<file path="src/include/irq_logic_regs.vh">
// register map, field positions and codes for the interrupt request logic
// assumes an 8-bit register port driven by the host interface decoder
`ifndef IRQ_LOGIC_REGS_VH
`define IRQ_LOGIC_REGS_VH

`define ADDR_W             8
`define ADDR_FLAG_REG_A    8'h06
`define ADDR_FLAG_REG_B    8'h07
`define ADDR_ENABLE_REG_A  8'h08
`define ADDR_ENABLE_REG_B  8'h09

`define SET_BIT            7
`define FLAG_A_W           7
`define FLAG_B_W           6
`define FLAGS_RESET_A      7'h00
`define FLAGS_RESET_B      6'h00
`define ENABLE_RESET       8'h00

`define BIT_FIFO_HIGH      6
`define BIT_FIFO_LOW       5
`define BIT_CMD_DONE       4
`define BIT_TX_DONE        3
`define BIT_RX_DONE        2
`define BIT_ERROR          1
`define BIT_FRAME_START    0

`define BIT_GLOBAL         6
`define BIT_CARD_DETECT    5
`define TIMER_COUNT        5

`define BIT_PIN_INVERT     7
`define BIT_PIN_ENABLE     6
`define BIT_PIN_PUSH_PULL  7

`define CMD_W              5
`define CMD_IDLE           5'h00
`define CMD_VALID_MASK     32'h0000_ffff

`endif

</file>
<file path="src/flag_bank.v">
// one bank of latched interrupt flags with set/clear-qualified writes
// assumes source events are one-cycle or level signals synchronous to sys_clk_i
`include "irq_logic_regs.vh"

module flag_bank #(
  parameter WIDTH = 7
) (
  // clock and reset
  input  wire             sys_clk_i,
  input  wire             rst_i,
  // host write
  input  wire             wr_i,
  input  wire [7:0]       wdata_i,
  // hardware events
  input  wire [WIDTH-1:0] event_i,
  // latched flags
  output reg  [WIDTH-1:0] flags_o
);

  wire             set_mode;
  wire [WIDTH-1:0] sel;
  reg  [WIDTH-1:0] flags_next;

  assign set_mode = wdata_i[`SET_BIT];
  assign sel      = wr_i ? wdata_i[WIDTH-1:0] : {WIDTH{1'b0}};

  // events are ORed in last so an event in a clear cycle is kept
  always @*
  begin
    flags_next = flags_o;
    if (set_mode)
    begin
      flags_next = flags_o | sel;
    end
    else
    begin
      flags_next = flags_o & ~sel;
    end
    flags_next = flags_next | event_i;
  end

  always @(posedge sys_clk_i)
  begin
    if (rst_i)
    begin
      flags_o <= {WIDTH{1'b0}};
    end
    else
    begin
      flags_o <= flags_next;
    end
  end

endmodule

</file>
<file path="src/rise_detect.v">
// rising-edge detector for live status levels
// assumes levels are synchronous to sys_clk_i
module rise_detect #(
  parameter WIDTH = 2
) (
  // clock and reset
  input  wire             sys_clk_i,
  input  wire             rst_i,
  // levels in, one-cycle rise pulses out
  input  wire [WIDTH-1:0] level_i,
  output wire [WIDTH-1:0] rise_o
);

  reg [WIDTH-1:0] level_reg;

  assign rise_o = level_i & ~level_reg;

  always @(posedge sys_clk_i)
  begin
    if (rst_i)
    begin
      // track the level in reset so a level already high is no false edge
      level_reg <= level_i;
    end
    else
    begin
      level_reg <= level_i;
    end
  end

endmodule

</file>
<file path="src/irq_logic.v">
// interrupt request logic of a contactless reader frontend: two latched flag
// registers, two enable registers, global interrupt and interrupt pin drive
// assumes the host interface decoder presents one-cycle read/write strobes
// with an 8-bit address, and that all sources are synchronous to sys_clk_i
`include "irq_logic_regs.vh"

module irq_logic (
  // clock and reset
  input  wire                  sys_clk_i,
  input  wire                  rst_i,
  // register port from host interface
  input  wire                  reg_wr_i,
  input  wire                  reg_rd_i,
  input  wire [`ADDR_W-1:0]    reg_addr_i,
  input  wire [7:0]            reg_wdata_i,
  output reg  [7:0]            reg_rdata_o,
  output wire                  reg_hit_o,
  // command field
  input  wire                  cmd_wr_i,
  input  wire [`CMD_W-1:0]     cmd_wdata_i,
  input  wire                  cmd_end_i,
  output reg  [`CMD_W-1:0]     cmd_o,
  // fifo status levels
  input  wire                  fifo_high_live_i,
  input  wire                  fifo_low_live_i,
  // transceiver events
  input  wire                  tx_last_bit_i,
  input  wire                  rx_end_i,
  input  wire                  rx_frame_start_i,
  // error sources
  input  wire                  fifo_write_error_i,
  input  wire                  fifo_overflow_error_i,
  input  wire                  protocol_error_i,
  input  wire                  no_data_error_i,
  input  wire                  integrity_error_i,
  // card detection and timers
  input  wire                  card_detected_i,
  input  wire [`TIMER_COUNT-1:0] timer_underflow_i,
  // interrupt pin
  output reg                   irq_pin_o,
  output reg                   irq_pin_oe_o,
  output wire                  any_enabled_flag_o
);

  localparam ST_IDLE = 2'b01;
  localparam ST_RUN  = 2'b10;

  reg  [1:0]               cmd_state_reg;
  reg  [1:0]               cmd_state_next;
  reg  [`CMD_W-1:0]        cmd_next;
  reg                      cmd_done_pulse;

  reg  [7:0]               enable_reg_a;
  reg  [7:0]               enable_reg_b;

  wire [`FLAG_A_W-1:0]     flag_reg_a;
  wire [`FLAG_B_W-1:0]     flag_reg_b;
  wire [`FLAG_A_W-1:0]     events_a;
  wire [`FLAG_B_W-1:0]     events_b;
  wire [1:0]               alert_rise;
  wire [4:0]               error_now;
  wire [4:0]               error_rise;
  wire                     wr_a;
  wire                     wr_b;
  wire                     pin_level;

  // codes outside the supported set behave as an unknown command
  function known_cmd;
    input [`CMD_W-1:0] code;
    reg   [31:0]       mask;
    begin
      mask      = `CMD_VALID_MASK;
      known_cmd = mask[code];
    end
  endfunction

  function addr_is;
    input [`ADDR_W-1:0] a;
    input [`ADDR_W-1:0] b;
    begin
      addr_is = (a == b);
    end
  endfunction

  rise_detect #(
    .WIDTH (2)
  ) u_alert_rise (
    .sys_clk_i (sys_clk_i),
    .rst_i     (rst_i),
    .level_i   ({fifo_high_live_i, fifo_low_live_i}),
    .rise_o    (alert_rise)
  );

  // error bits are levels in the error register; only a new error flags
  rise_detect #(
    .WIDTH (5)
  ) u_error_rise (
    .sys_clk_i (sys_clk_i),
    .rst_i     (rst_i),
    .level_i   ({fifo_write_error_i, fifo_overflow_error_i, protocol_error_i,
                 no_data_error_i, integrity_error_i}),
    .rise_o    (error_rise)
  );

  assign error_now = error_rise;

  // command tracking
  always @*
  begin
    cmd_next       = cmd_o;
    cmd_state_next = cmd_state_reg;
    cmd_done_pulse = 1'b0;
    case (cmd_state_reg)
      ST_IDLE:
      begin
        if (cmd_wr_i && (cmd_wdata_i != `CMD_IDLE))
        begin
          if (known_cmd(cmd_wdata_i))
          begin
            cmd_next       = cmd_wdata_i;
            cmd_state_next = ST_RUN;
          end
          else
          begin
            cmd_next       = `CMD_IDLE;
            cmd_done_pulse = 1'b1;
          end
        end
      end
      ST_RUN:
      begin
        if (cmd_wr_i && (cmd_wdata_i == `CMD_IDLE))
        begin
          cmd_next       = `CMD_IDLE;
          cmd_state_next = ST_IDLE;
        end
        else if (cmd_wr_i && !known_cmd(cmd_wdata_i))
        begin
          cmd_next       = `CMD_IDLE;
          cmd_state_next = ST_IDLE;
          cmd_done_pulse = 1'b1;
        end
        else if (cmd_wr_i)
        begin
          cmd_next = cmd_wdata_i;
        end
        else if (cmd_end_i)
        begin
          cmd_next       = `CMD_IDLE;
          cmd_state_next = ST_IDLE;
          cmd_done_pulse = 1'b1;
        end
      end
      default:
      begin
        cmd_next       = `CMD_IDLE;
        cmd_state_next = ST_IDLE;
      end
    endcase
  end

  always @(posedge sys_clk_i)
  begin
    if (rst_i)
    begin
      cmd_o         <= `CMD_IDLE;
      cmd_state_reg <= ST_IDLE;
    end
    else
    begin
      cmd_o         <= cmd_next;
      cmd_state_reg <= cmd_state_next;
    end
  end

  assign events_a[`BIT_FIFO_HIGH]   = alert_rise[1];
  assign events_a[`BIT_FIFO_LOW]    = alert_rise[0];
  assign events_a[`BIT_CMD_DONE]    = cmd_done_pulse;
  assign events_a[`BIT_TX_DONE]     = tx_last_bit_i;
  assign events_a[`BIT_RX_DONE]     = rx_end_i;
  assign events_a[`BIT_ERROR]       = |error_now;
  assign events_a[`BIT_FRAME_START] = rx_frame_start_i;

  assign events_b[`BIT_CARD_DETECT] = card_detected_i;
  assign events_b[`TIMER_COUNT-1:0] = timer_underflow_i;

  assign wr_a = reg_wr_i && addr_is(reg_addr_i, `ADDR_FLAG_REG_A);
  assign wr_b = reg_wr_i && addr_is(reg_addr_i, `ADDR_FLAG_REG_B);

  flag_bank #(
    .WIDTH (`FLAG_A_W)
  ) u_bank_a (
    .sys_clk_i (sys_clk_i),
    .rst_i     (rst_i),
    .wr_i      (wr_a),
    .wdata_i   (reg_wdata_i),
    .event_i   (events_a),
    .flags_o   (flag_reg_a)
  );

  flag_bank #(
    .WIDTH (`FLAG_B_W)
  ) u_bank_b (
    .sys_clk_i (sys_clk_i),
    .rst_i     (rst_i),
    .wr_i      (wr_b),
    .wdata_i   (reg_wdata_i),
    .event_i   (events_b),
    .flags_o   (flag_reg_b)
  );

  // enable registers
  always @(posedge sys_clk_i)
  begin
    if (rst_i)
    begin
      enable_reg_a <= `ENABLE_RESET;
      enable_reg_b <= `ENABLE_RESET;
    end
    else if (reg_wr_i)
    begin
      if (addr_is(reg_addr_i, `ADDR_ENABLE_REG_A))
      begin
        enable_reg_a <= reg_wdata_i;
      end
      if (addr_is(reg_addr_i, `ADDR_ENABLE_REG_B))
      begin
        enable_reg_b <= reg_wdata_i;
      end
    end
  end

  // combinational so it falls as soon as the last enabled flag goes
  assign any_enabled_flag_o =
    (|(flag_reg_a & enable_reg_a[`FLAG_A_W-1:0])) |
    (|(flag_reg_b & enable_reg_b[`FLAG_B_W-1:0]));

  assign pin_level = (any_enabled_flag_o & enable_reg_b[`BIT_PIN_ENABLE])
                     ^ enable_reg_a[`BIT_PIN_INVERT];

  // open drain only ever pulls low, so an active-low level drives when 0
  always @(posedge sys_clk_i)
  begin
    if (rst_i)
    begin
      irq_pin_o    <= 1'b0;
      irq_pin_oe_o <= 1'b0;
    end
    else
    begin
      irq_pin_o    <= pin_level;
      if (enable_reg_b[`BIT_PIN_PUSH_PULL])
      begin
        irq_pin_oe_o <= 1'b1;
      end
      else
      begin
        irq_pin_oe_o <= ~pin_level;
      end
    end
  end

  // read path: set qualifier bits read as zero
  assign reg_hit_o = addr_is(reg_addr_i, `ADDR_FLAG_REG_A) |
                     addr_is(reg_addr_i, `ADDR_FLAG_REG_B) |
                     addr_is(reg_addr_i, `ADDR_ENABLE_REG_A) |
                     addr_is(reg_addr_i, `ADDR_ENABLE_REG_B);

  always @(posedge sys_clk_i)
  begin
    if (rst_i)
    begin
      reg_rdata_o <= 8'h00;
    end
    else if (reg_rd_i)
    begin
      case (reg_addr_i)
        `ADDR_FLAG_REG_A:   reg_rdata_o <= {1'b0, flag_reg_a};
        `ADDR_FLAG_REG_B:   reg_rdata_o <= {1'b0, any_enabled_flag_o, flag_reg_b};
        `ADDR_ENABLE_REG_A: reg_rdata_o <= enable_reg_a;
        `ADDR_ENABLE_REG_B: reg_rdata_o <= enable_reg_b;
        default:            reg_rdata_o <= 8'h00;
      endcase
    end
  end

endmodule

</file>
<file path="config.mk">
export PLATFORM = sky130hd
export DESIGN_NAME = irq_logic
export DESIGN_NICKNAME = d
export VERILOG_FILES = /design/src/flag_bank.v /design/src/rise_detect.v /design/src/irq_logic.v
export VERILOG_INCLUDE_DIRS = /design/src /design/src/include
export SDC_FILE = /design/constraint.sdc
export NUM_CORES = 1
export LEC_CHECK = 0
export BUFFER_PORTS_ARGS = -buffer_cell sky130_fd_sc_hd__buf_2
export CORE_MARGIN = 10
export CORE_UTILIZATION = 55
export CTS_CLUSTER_DIAMETER = 60
export CTS_CLUSTER_SIZE = 8
export DETAILED_ROUTE_END_ITERATION = 6
export PLACE_DENSITY_LB_ADDON = 0.15
export SLEW_MARGIN = 25
export SYNTH_ARGS = -nofsm -noshare
export SYNTH_HDL_FRONTEND = slang
export SYNTH_SLANG_ARGS = --single-unit
</file>
<file path="constraint.sdc">
create_clock -name sys_clk_i -period 3.1 [get_ports sys_clk_i]
set_clock_uncertainty 0.15 [all_clocks]
set_input_delay 0.62 -clock sys_clk_i [delete_from_list [all_inputs] [get_ports sys_clk_i]]
set_output_delay 0.62 -clock sys_clk_i [all_outputs]
set_load 0.005 [all_outputs]
</file>
# Word-level counts from Yosys, hierarchy flattened

Memory sizes are Yosys's and may differ from the RTL's.
Index checks and enable logic that the tools add are counted.

Bitwise gates (word level): 21
Order comparisons: 1
Divide/modulo/power cells: 0
Add/subtract/negate cells: 0
Shift-type cells: 0
Multiplexer cells: 28
Reductions and logical operators: 15
Equality and inequality tests: 11
Multiply operators: 0

Operators with widths:

| cell                                                 | number |
|---|---|
| case mux 8 bit (4 select lines)                      | 1 |
| 2-to-1 mux 5 bit                                     | 6 |
| equality test 8 x 3 -> 1 bit (second input constant) | 2 |
| equality test 8 x 4 -> 1 bit (second input constant) | 2 |
| bitwise AND 7 bit                                    | 2 |
| 2-to-1 mux 7 bit                                     | 2 |
| OR 7 bit                                             | 2 |
| bitwise AND 6 bit                                    | 2 |
| 2-to-1 mux 2 bit                                     | 6 |
| 2-to-1 mux 6 bit                                     | 2 |
| OR 6 bit                                             | 2 |
| case mux 5 bit (2 select lines)                      | 1 |
| 2-to-1 mux 1 bit                                     | 8 |
| inequality test 4 bit (second input constant)        | 2 |
| inverter 7 bit                                       | 1 |
| OR reduction 7 bit                                   | 1 |
| < comparator 5 x 6 -> 1 bit (second input constant)  | 1 |
| inverter 6 bit                                       | 1 |
| AND reduction 2 bit                                  | 3 |
| OR reduction 6 bit                                   | 1 |
| bitwise AND 5 bit                                    | 1 |
| logical AND 1 bit                                    | 5 |
| logical NOT 5 bit                                    | 1 |
| inequality test 5 bit (second input constant)        | 1 |
| 16 further kinds                                     | 20 |

Latch bits: 0
RAM bits: 0
Bits of input ports: 43
Output and inout port bits: 17
Register bits: 53
Memories kept: 1
Bits in read-only memories: 32

Memories:

| name             | depth | bits a word | rd ports | clocked after Yosys merged registers in | write ports | line           | text |
|---|---|---|---|---|---|---|---|
| (name not given) | 32    | 1           | 1        | 0                                       | 0           | irq_logic.v:73 | `known_cmd = mask[code];` |

# Longest topological paths before layout

Gate-level depths: netlist (run 1).

Word-level depth: 8
Mapped depth: 6

# Cells and area by module

From an unflattened synthesis (run 1), not the netlist that was laid out.

Cell total of the unflattened synthesis: 238
Area, all modules: 2408.6 um2

By module, submodules not included:

| module                     | seq. area each (um2) | cells an instance | area an instance (um2) | instances |
|---|---|---|---|---|
| irq_logic                  | 640.6                | 170               | 1629.1                 | 1 |
| flag_bank (u_bank_a)       | 140.1                | 29                | 291.5                  | 1 |
| flag_bank (u_bank_b)       | 120.1                | 25                | 251.5                  | 1 |
| rise_detect (u_error_rise) | 100.1                | 10                | 168.9                  | 1 |
| rise_detect (u_alert_rise) | 40.0                 | 4                 | 67.6                   | 1 |

# Worst setup path after synthesis (run 1)

No wires, ideal clock.

Path kind: input port to output port
Start: input port reg_addr_i[1]
End: output port reg_hit_o
Arrival: 1.347 ns
Slack: 0.983 ns
Stages on the path: 3
Required time: 2.330 ns
Cell sequence: nor3b_4 buf_4 o21a_1

Longest elaborated chain between the ends: 4
Elaborated cells between the ends (all ways): 7
Classes of those cells: 4 x eq/ne; 3 x bitwise

Ends and longest elaborated chain:

| element                      | line            | text |
|---|---|---|
| from (decl)                  | irq_logic.v:14  | `` input wire [`ADDR_W-1:0] reg_addr_i, `` |
| equality test 8 x 3 -> 1 bit | irq_logic.v:81  | `addr_is = (a == b);` |
| OR 1 bit (2 in series)       | irq_logic.v:264 | `` assign reg_hit_o = addr_is(reg_addr_i, `ADDR_FLAG_REG_A) \| `` |
| OR 1 bit (*)                 | irq_logic.v:264 |  |
| to (decl)                    | irq_logic.v:17  | `output wire reg_hit_o,` |

Every way passes the cells marked *; elsewhere a longest branch is shown, timed or not.

# Final worst setup path (run 1)

Start: register u_bank_b.flags_o[1]
End: output port any_enabled_flag_o

Longest elaborated chain between the ends: 3

Ends and longest elaborated chain:

| element                | line            | text |
|---|---|---|
| from (decl)            | flag_bank.v:17  | `output reg [WIDTH-1:0] flags_o` |
| from (signal assigned) | flag_bank.v:46  | `flags_o <= {WIDTH{1'b0}};` |
| from (signal assigned) | flag_bank.v:50  | `flags_o <= flags_next;` |
| bitwise AND 6 bit      | irq_logic.v:236 | `` (\|(flag_reg_b & enable_reg_b[`FLAG_B_W-1:0])); `` |
| OR reduction 6 bit     | irq_logic.v:236 |  |
| OR 1 bit               | irq_logic.v:235 | `` (\|(flag_reg_a & enable_reg_a[`FLAG_A_W-1:0])) \| `` |
| to (decl)              | irq_logic.v:42  | `output wire any_enabled_flag_o` |

Every way passes these cells.

==> results.md, run 1 <==
- Resize count post-CTS: 0
- Setup bufs post-CTS: 0
- Total power: around 1.2 mW
- Root Buffer: clkbuf_8
- Placer Congestion: between 0.7 and 0.8
- Combinational power share: a little over a tenth
- Critical-path cell list: a222oi_1, nand3_1, or2_1, buf_2
- Status: completed
- Worst Hold Class: in2reg
- Die height: around 86 µm
- Post-Place Cells: 350
- Synth warn: 0
- Nets@finish: 352
- Area leader, netlist: dfxtp_1
- CP Class: reg2out
- Slew headroom: 53.0%
- Int Pwr: 0.929 mW
- Slew @ Worst Pin: about 0.70 ns
- Initial DRC count: 286
- Top FF cell, synth: dfxtp_1
- Net Sw Frac: between 20% and 30%
- Mapped Area: roughly 2400 µm²
- RSZ-0062 raised after global routing: no
- PortBufs: 58
- CP Data Arrival Time: about 1.7 ns
- Synth top area share: 44.0%
- Num ports: 60
- Post-Syn Instances: about 250
- Required time worst endpoint: around 2.3 ns
- Row Count: 23
- Clock slew at reported path FFs: approximately 0.1 ns
- Delay-heaviest family, CP: simple AND/OR/NAND/NOR gates
- Fin. max-slew vios: 0
- Slowest CP cell: a222oi_1
- Num CTS Buffers: 5
- Largest buffer count on any clock path: 2
- CTS tree: built
- Max incr delay on CP: around 0.4 ns
- Commonest non-fill, non-tap cell in the layout: buf_2
- Net Switching: between 0.3 and 0.4 mW
- Non-Filler Instances: around 360
- Drt wl/cell: 16.9 µm
- Via count: approximately 2100
- Post-route DRC: 0
- Antenna Nets Post-Route: 0
- Largest registers: enable_reg_a (8), enable_reg_b (8), reg_rdata_o (8)
- Core Box Area: 4090 µm²
- Part of the power in registers: between 50% and 60%
- Initial DRT Pass Iterations: 7
- Share of layout cells above drive strength 1: 25.0%
- FF+latch count, synth: 52
- Wirelength, routed: between 6000 and 7000 µm
- HPWL after DPL: around 4500 µm
- First-pass GRT wire length: 10300 µm
- Peak supply drop: roughly 0.00031 V
- Initial antenna violation count: 0
- Vias in the first global route: around 2300
- Post-synth EDFFs: 0
- CP max FO: 4
- Max frequency: between 400 and 500 MHz
- Buf/Inv on CP: 1
- Clock network latency to the later pin of the worst-skew pair: ~0.31 ns
- Worst Setup End Kind: output port
- Fin crit share: about four fifths
- Register area share after synthesis: 44.0%
- CP Launch Type: register
- Final Hold Violating Endpoints: 0
- Largest net degree at the start of global routing: 28
- Net count after synthesis: 299
- Setup TNS: 0 ns
- Max Cap Viol: 0
- Area growth, synth to finish: 16.4%
- N_diodes: 0
- Synth top area cells: dfxtp_1 (44%), mux2i_1 (6.8%), a21oi_1 (4.2%), a22oi_1 (3.8%), o21ai_0 (3.4%)
- Final setup viols: 0
- Die Wd: ~86 µm
- H-tree lvl count: 2
- Die footprint: ~7300 µm²
- Clock power share: about 33%
- Total grt overflow: 0
- Period minus WS final: ~2.5 ns
- Count of cell types in the netlist: 50
- Commonest non-fill, non-tap cells in the layout: buf_2 (58), dfxtp_1 (52), nor2_1 (21)
- Post-cts hold buffer count: 0
- Clk sinks: 52
- Detail-routed via count per cell: ~6.0
- P per Cell Area: ~450 nW/µm²
- Global Route Usage Sum: 16.7%
- Leakage: about 1.3 nW
- Mapped Avg Cell Area: about 9.3 µm²
- Asr flop ratio synth: 0%
- Starting density of the core: 57.9%
## Yosys cell counts (3+ instances only)
cell       number
dfxtp_1        52
buf_4           3
a221oi_1        6
a22o_1          6
nand2_1         4
a21oi_1        20
buf_2           7
o22ai_1         3
nand2b_1        4
nor2_1         21
nand3_1         5
a22oi_1        12
o2bb2ai_1       4
clkbuf_1        4
a31oi_1        11
o21ai_0        16
o211ai_1        3
inv_1          16
mux2i_1        16
## final timing paths
kind	start	to	slack (ns)	cells after the start
worst max-delay path	u_bank_b.flags_o[1]	any_enabled_flag_o	0.61	4
worst min-delay path	integrity_error_i	u_error_rise.level_reg[0]	0.27	1
worst max register to register	cmd_state_reg[0]	cmd_o[0]	1.19	6
worst min register to register	cmd_o[2]	cmd_o[2]	0.30	2
## through the flow
stage	hold WS [ns]	cell area [µm²]	worst slack, ns	utilization [%]
finish	0.267	2750	0.611	67.4
global placement	0.283	2660	0.691	65.0
CTS	0.264	2750	0.666	67.4
global route	0.261	2750	0.536	67.4
floorplan	0.296	2370	0.983	-
detailed placement	0.289	2660	0.663	65.0
## worst register-to-register path, delay by kind of cell, from the launching register on
family          cells  cell delay [ns]
fa+ha+maj           1             0.31
compound gates      2             0.26
flops               1             0.38
buf+inv             1             0.06
simple gates        2             0.68
## metal layers
layer / vias to the layer above / GRT usage, % / routed length (µm)
li1: 1060 / - / -
met5: - / 0 / 0
met2: 72 / 29.0 / 3040
met3: 9 / 5.49 / 409
met1: 1005 / 18.6 / 2540
met4: 0 / 6.14 / 79
## cells by family (layout without fill, tap and decap cells)
| logic type | Yosys count | after routing | share of synthesized area [%] |
|---|---|---|---|
| buffers and inverters | 31 | 85 | 6.08 |
| other | 1 | 1 | 0.158 |
| and+or+nand+nor | 57 | 57 | 14.4 |
| AOI/OAI and AO/OA | 93 | 93 | 26.6 |
| DFF | 52 | 52 | 44.0 |
| adders and majority gates | 2 | 2 | 1.06 |
| muxes | 18 | 18 | 7.72 |
## power by group through the flow
| stage | Clock [mW] | Combinational, mW | Sequential (mW) |
|---|---|---|---|
| CTS | 0.415 | 0.131 | 0.705 |
| floorplan | 0 | 0.0754 | 0.716 |
| global placement | 0 | 0.127 | 0.720 |
| detailed placement | 0 | 0.131 | 0.720 |
| global route | 0.438 | 0.149 | 0.707 |
| finish | 0.410 | 0.132 | 0.705 |
## final cells by class
class                   count  area [µm²]
well taps                  50        62.6
clock buffers               6        82.6
clock inverters             2        13.8
multi-input cells         171        1180
flip-flops and latches     52        1040
repair buffers             61         313
fillers                   350        1330
inverters                  16        60.1
Note: power is estimated with default switching activity, not from simulation.
==> inputs of run 2 (changes only) <==
Settings changed: CORE_UTILIZATION 55 to 52.
Clock period 3.1 ns to 2.35 ns, I/O delays scaled along.
==> run 2 against run 1 <==
Effect of this change: sequential share of layout area down 1.1 points; non-clock buffer count up 7; cell count up 2.5%; via count up 1.2%; hold slack worse by 0.16 ns; largest cell class unchanged; sequential cell count unchanged; utilization down 2.8 points; first-iteration DRC count down 44%; critical path depth unchanged; die area up 4.4%; critical path type unchanged.
==> results.md, run 2 (synthesis results as in run 1) <==
- Status: completed
- Hold path start: protocol_error_i
- WHS: 0.112 ns
- Row Count: 24
- Slew @ Worst Pin: around 0.68 ns
- Clock network latency to the later pin of the worst-skew pair: a little over 0.3 ns
- Slowest CP cell: dfxtp_1
- HPWL after DPL: roughly 4500 µm
- Clock slew at reported path FFs: around 0.090 ns
- CP max FO: 3
- Hold path depth: 1
- CP Launch Type: register
- Post-route DRC: 0
- N_diodes: 0
- Fin crit share: between 90% and 100%
- Num CTS Buffers: 5
- Clk sinks: 52
- CTS tree: built
- Post-cts hold buffer count: 0
- Max Cap Viol: 0
- Largest net degree at the start of global routing: 37
- GR Util met3: about 4.3%
- Initial antenna violation count: 0
- CP Data Arrival Time: 1.62 ns
- Num ports: 60
- Initial DRT Pass Iterations: 5
- Max frequency: ~450 MHz
- Die footprint: approximately 7600 µm²
- Area growth, synth to finish: 19.8%
- CP Class: reg2out
- Drt wl/cell: between 15 and 20 µm
- Nets@finish: ~360
- Worst Setup End Kind: output port
- Largest registers: enable_reg_a (8), enable_reg_b (8), reg_rdata_o (8)
- Commonest non-fill, non-tap cell in the layout: buf_2
- Starting density of the core: 54.0%
- Setup bufs post-CTS: 0
- Critical-path cell list: a222oi_1, nand3_1, or2_1, buf_2
- Setup TNS: 0 ns
- GRT Max-Usage Layer: met2
- Worst r2r path cells: 6
- Antenna Nets Post-Route: 0
- RSZ-0062 raised after global routing: no
- Placer Congestion: slightly below 0.8
- H-tree lvl count: 2
- Largest buffer count on any clock path: 2
- Fin. max-slew vios: 0
- Die height: 87.5 µm
- Detail-routed via count per cell: 5.92
- Slew headroom: 54.1%
- Met2 Use GR: a little over a quarter
- Final setup viols: 0
- Total grt overflow: 0
- Layout Utilization: 64.6%
- Reg-to-Reg End: cmd_o[0]
- Core Box Area: around 4400 µm²
- Worst reg2reg path startpoint: cmd_state_reg[0]
- Share of layout cells above drive strength 1: a little over a quarter
- Required time worst endpoint: about 1.7 ns
- PortBufs: 58
- Die Wd: slightly below 90 µm
- Vias in the first global route: about 2100
- Period minus WS final: 2.24 ns
- Initial DRC count: 160
- Max incr delay on CP: between 0.3 and 0.4 ns
- Via count: 2171
- Resize count post-CTS: 0
- R2r setup slk: roughly 0.44 ns
- First-pass GRT wire length: around 10000 µm
- Global Route Usage Sum: between 10% and 20%
- GRT met1 Usage: about a fifth
- P per Cell Area: slightly above 600 nW/µm²
- Final Hold Violating Endpoints: 0
- Hold worst-path end: u_error_rise.level_reg[2]
- Root Buffer: clkbuf_8
- Wirelength, routed: between 6000 and 7000 µm
- Commonest non-fill, non-tap cells in the layout: buf_2 (58), dfxtp_1 (52), nor2_1 (21)
- Worst Hold Class: in2reg
- Leakage: 1.32 nW
- Peak supply drop: ~0.00035 V
[run 2: changes by cell type in the layout (fill, tap and decap cells not counted)]
| cell | change |
|---|---|
| clkinv_4 | +1 |
| bufinv_16 | +1 |
| inv_6 | -1 |
| buf_4 | +7 |
| clkinv_2 | -1 |
[run 2: cell type report]
class | count | area, µm²
Clock inverter | 2 | 38.8
Multi-Input combinational cell | 171 | 1180
Clock buffer | 6 | 82.6
Tap cell | 52 | 65.1
Fill cell | 391 | 1550
Timing Repair Buffer | 68 | 365
Sequential cell | 52 | 1040
Inverter | 16 | 60.1
[run 2: worst max-delay path, delay by kind of cell (launching register included)]
family | cells | cell delay (ns)
flops | 1 | 0.35
compound gates | 1 | 0.35
simple gates | 2 | 0.47
buf+inv | 1 | 0.13
[run 2: stage by stage]
step	total power [mW]	instance area [µm²]	std cells	worst slack [ns]
after floorplan	1.04	2370	254	0.533
after global placement	1.12	2710	358	0.361
after detailed placement	1.12	2710	358	0.328
after CTS	1.76	2830	366	0.0774
after global routing	1.82	2830	367	0.0385
final	1.75	2830	367	0.115
[run 2: per-layer routing]
layer	wire length (µm)	part of all wire [%]
met5	0	0
met4	130	2.1
met3	493	8.0
met2	3000	48
met1	2560	41
[run 2: worst max-delay path by stage]
stage,start,end,slack [ns],cells past startpoint
final,u_bank_b.flags_o[1],any_enabled_flag_o,0.11,4
after detailed placement,reg_addr_i[3],u_bank_a.flags_o[5],0.33,5
after CTS,u_bank_b.flags_o[1],any_enabled_flag_o,0.08,4
after global routing,u_bank_b.flags_o[1],any_enabled_flag_o,0.04,4
after global placement,reg_addr_i[3],u_bank_a.flags_o[6],0.36,5
after floorplan,reg_addr_i[1],reg_hit_o,0.53,3
[run 2: power by group]
| part | leakage (nW) | total [mW] | internal (mW) | switching (mW) |
|---|---|---|---|---|
| sequential | 0.426 | 0.930 | 0.910 | 0.0199 |
| combinational | 0.830 | 0.175 | 0.0758 | 0.0993 |
| clock | 0.0614 | 0.645 | 0.348 | 0.297 |
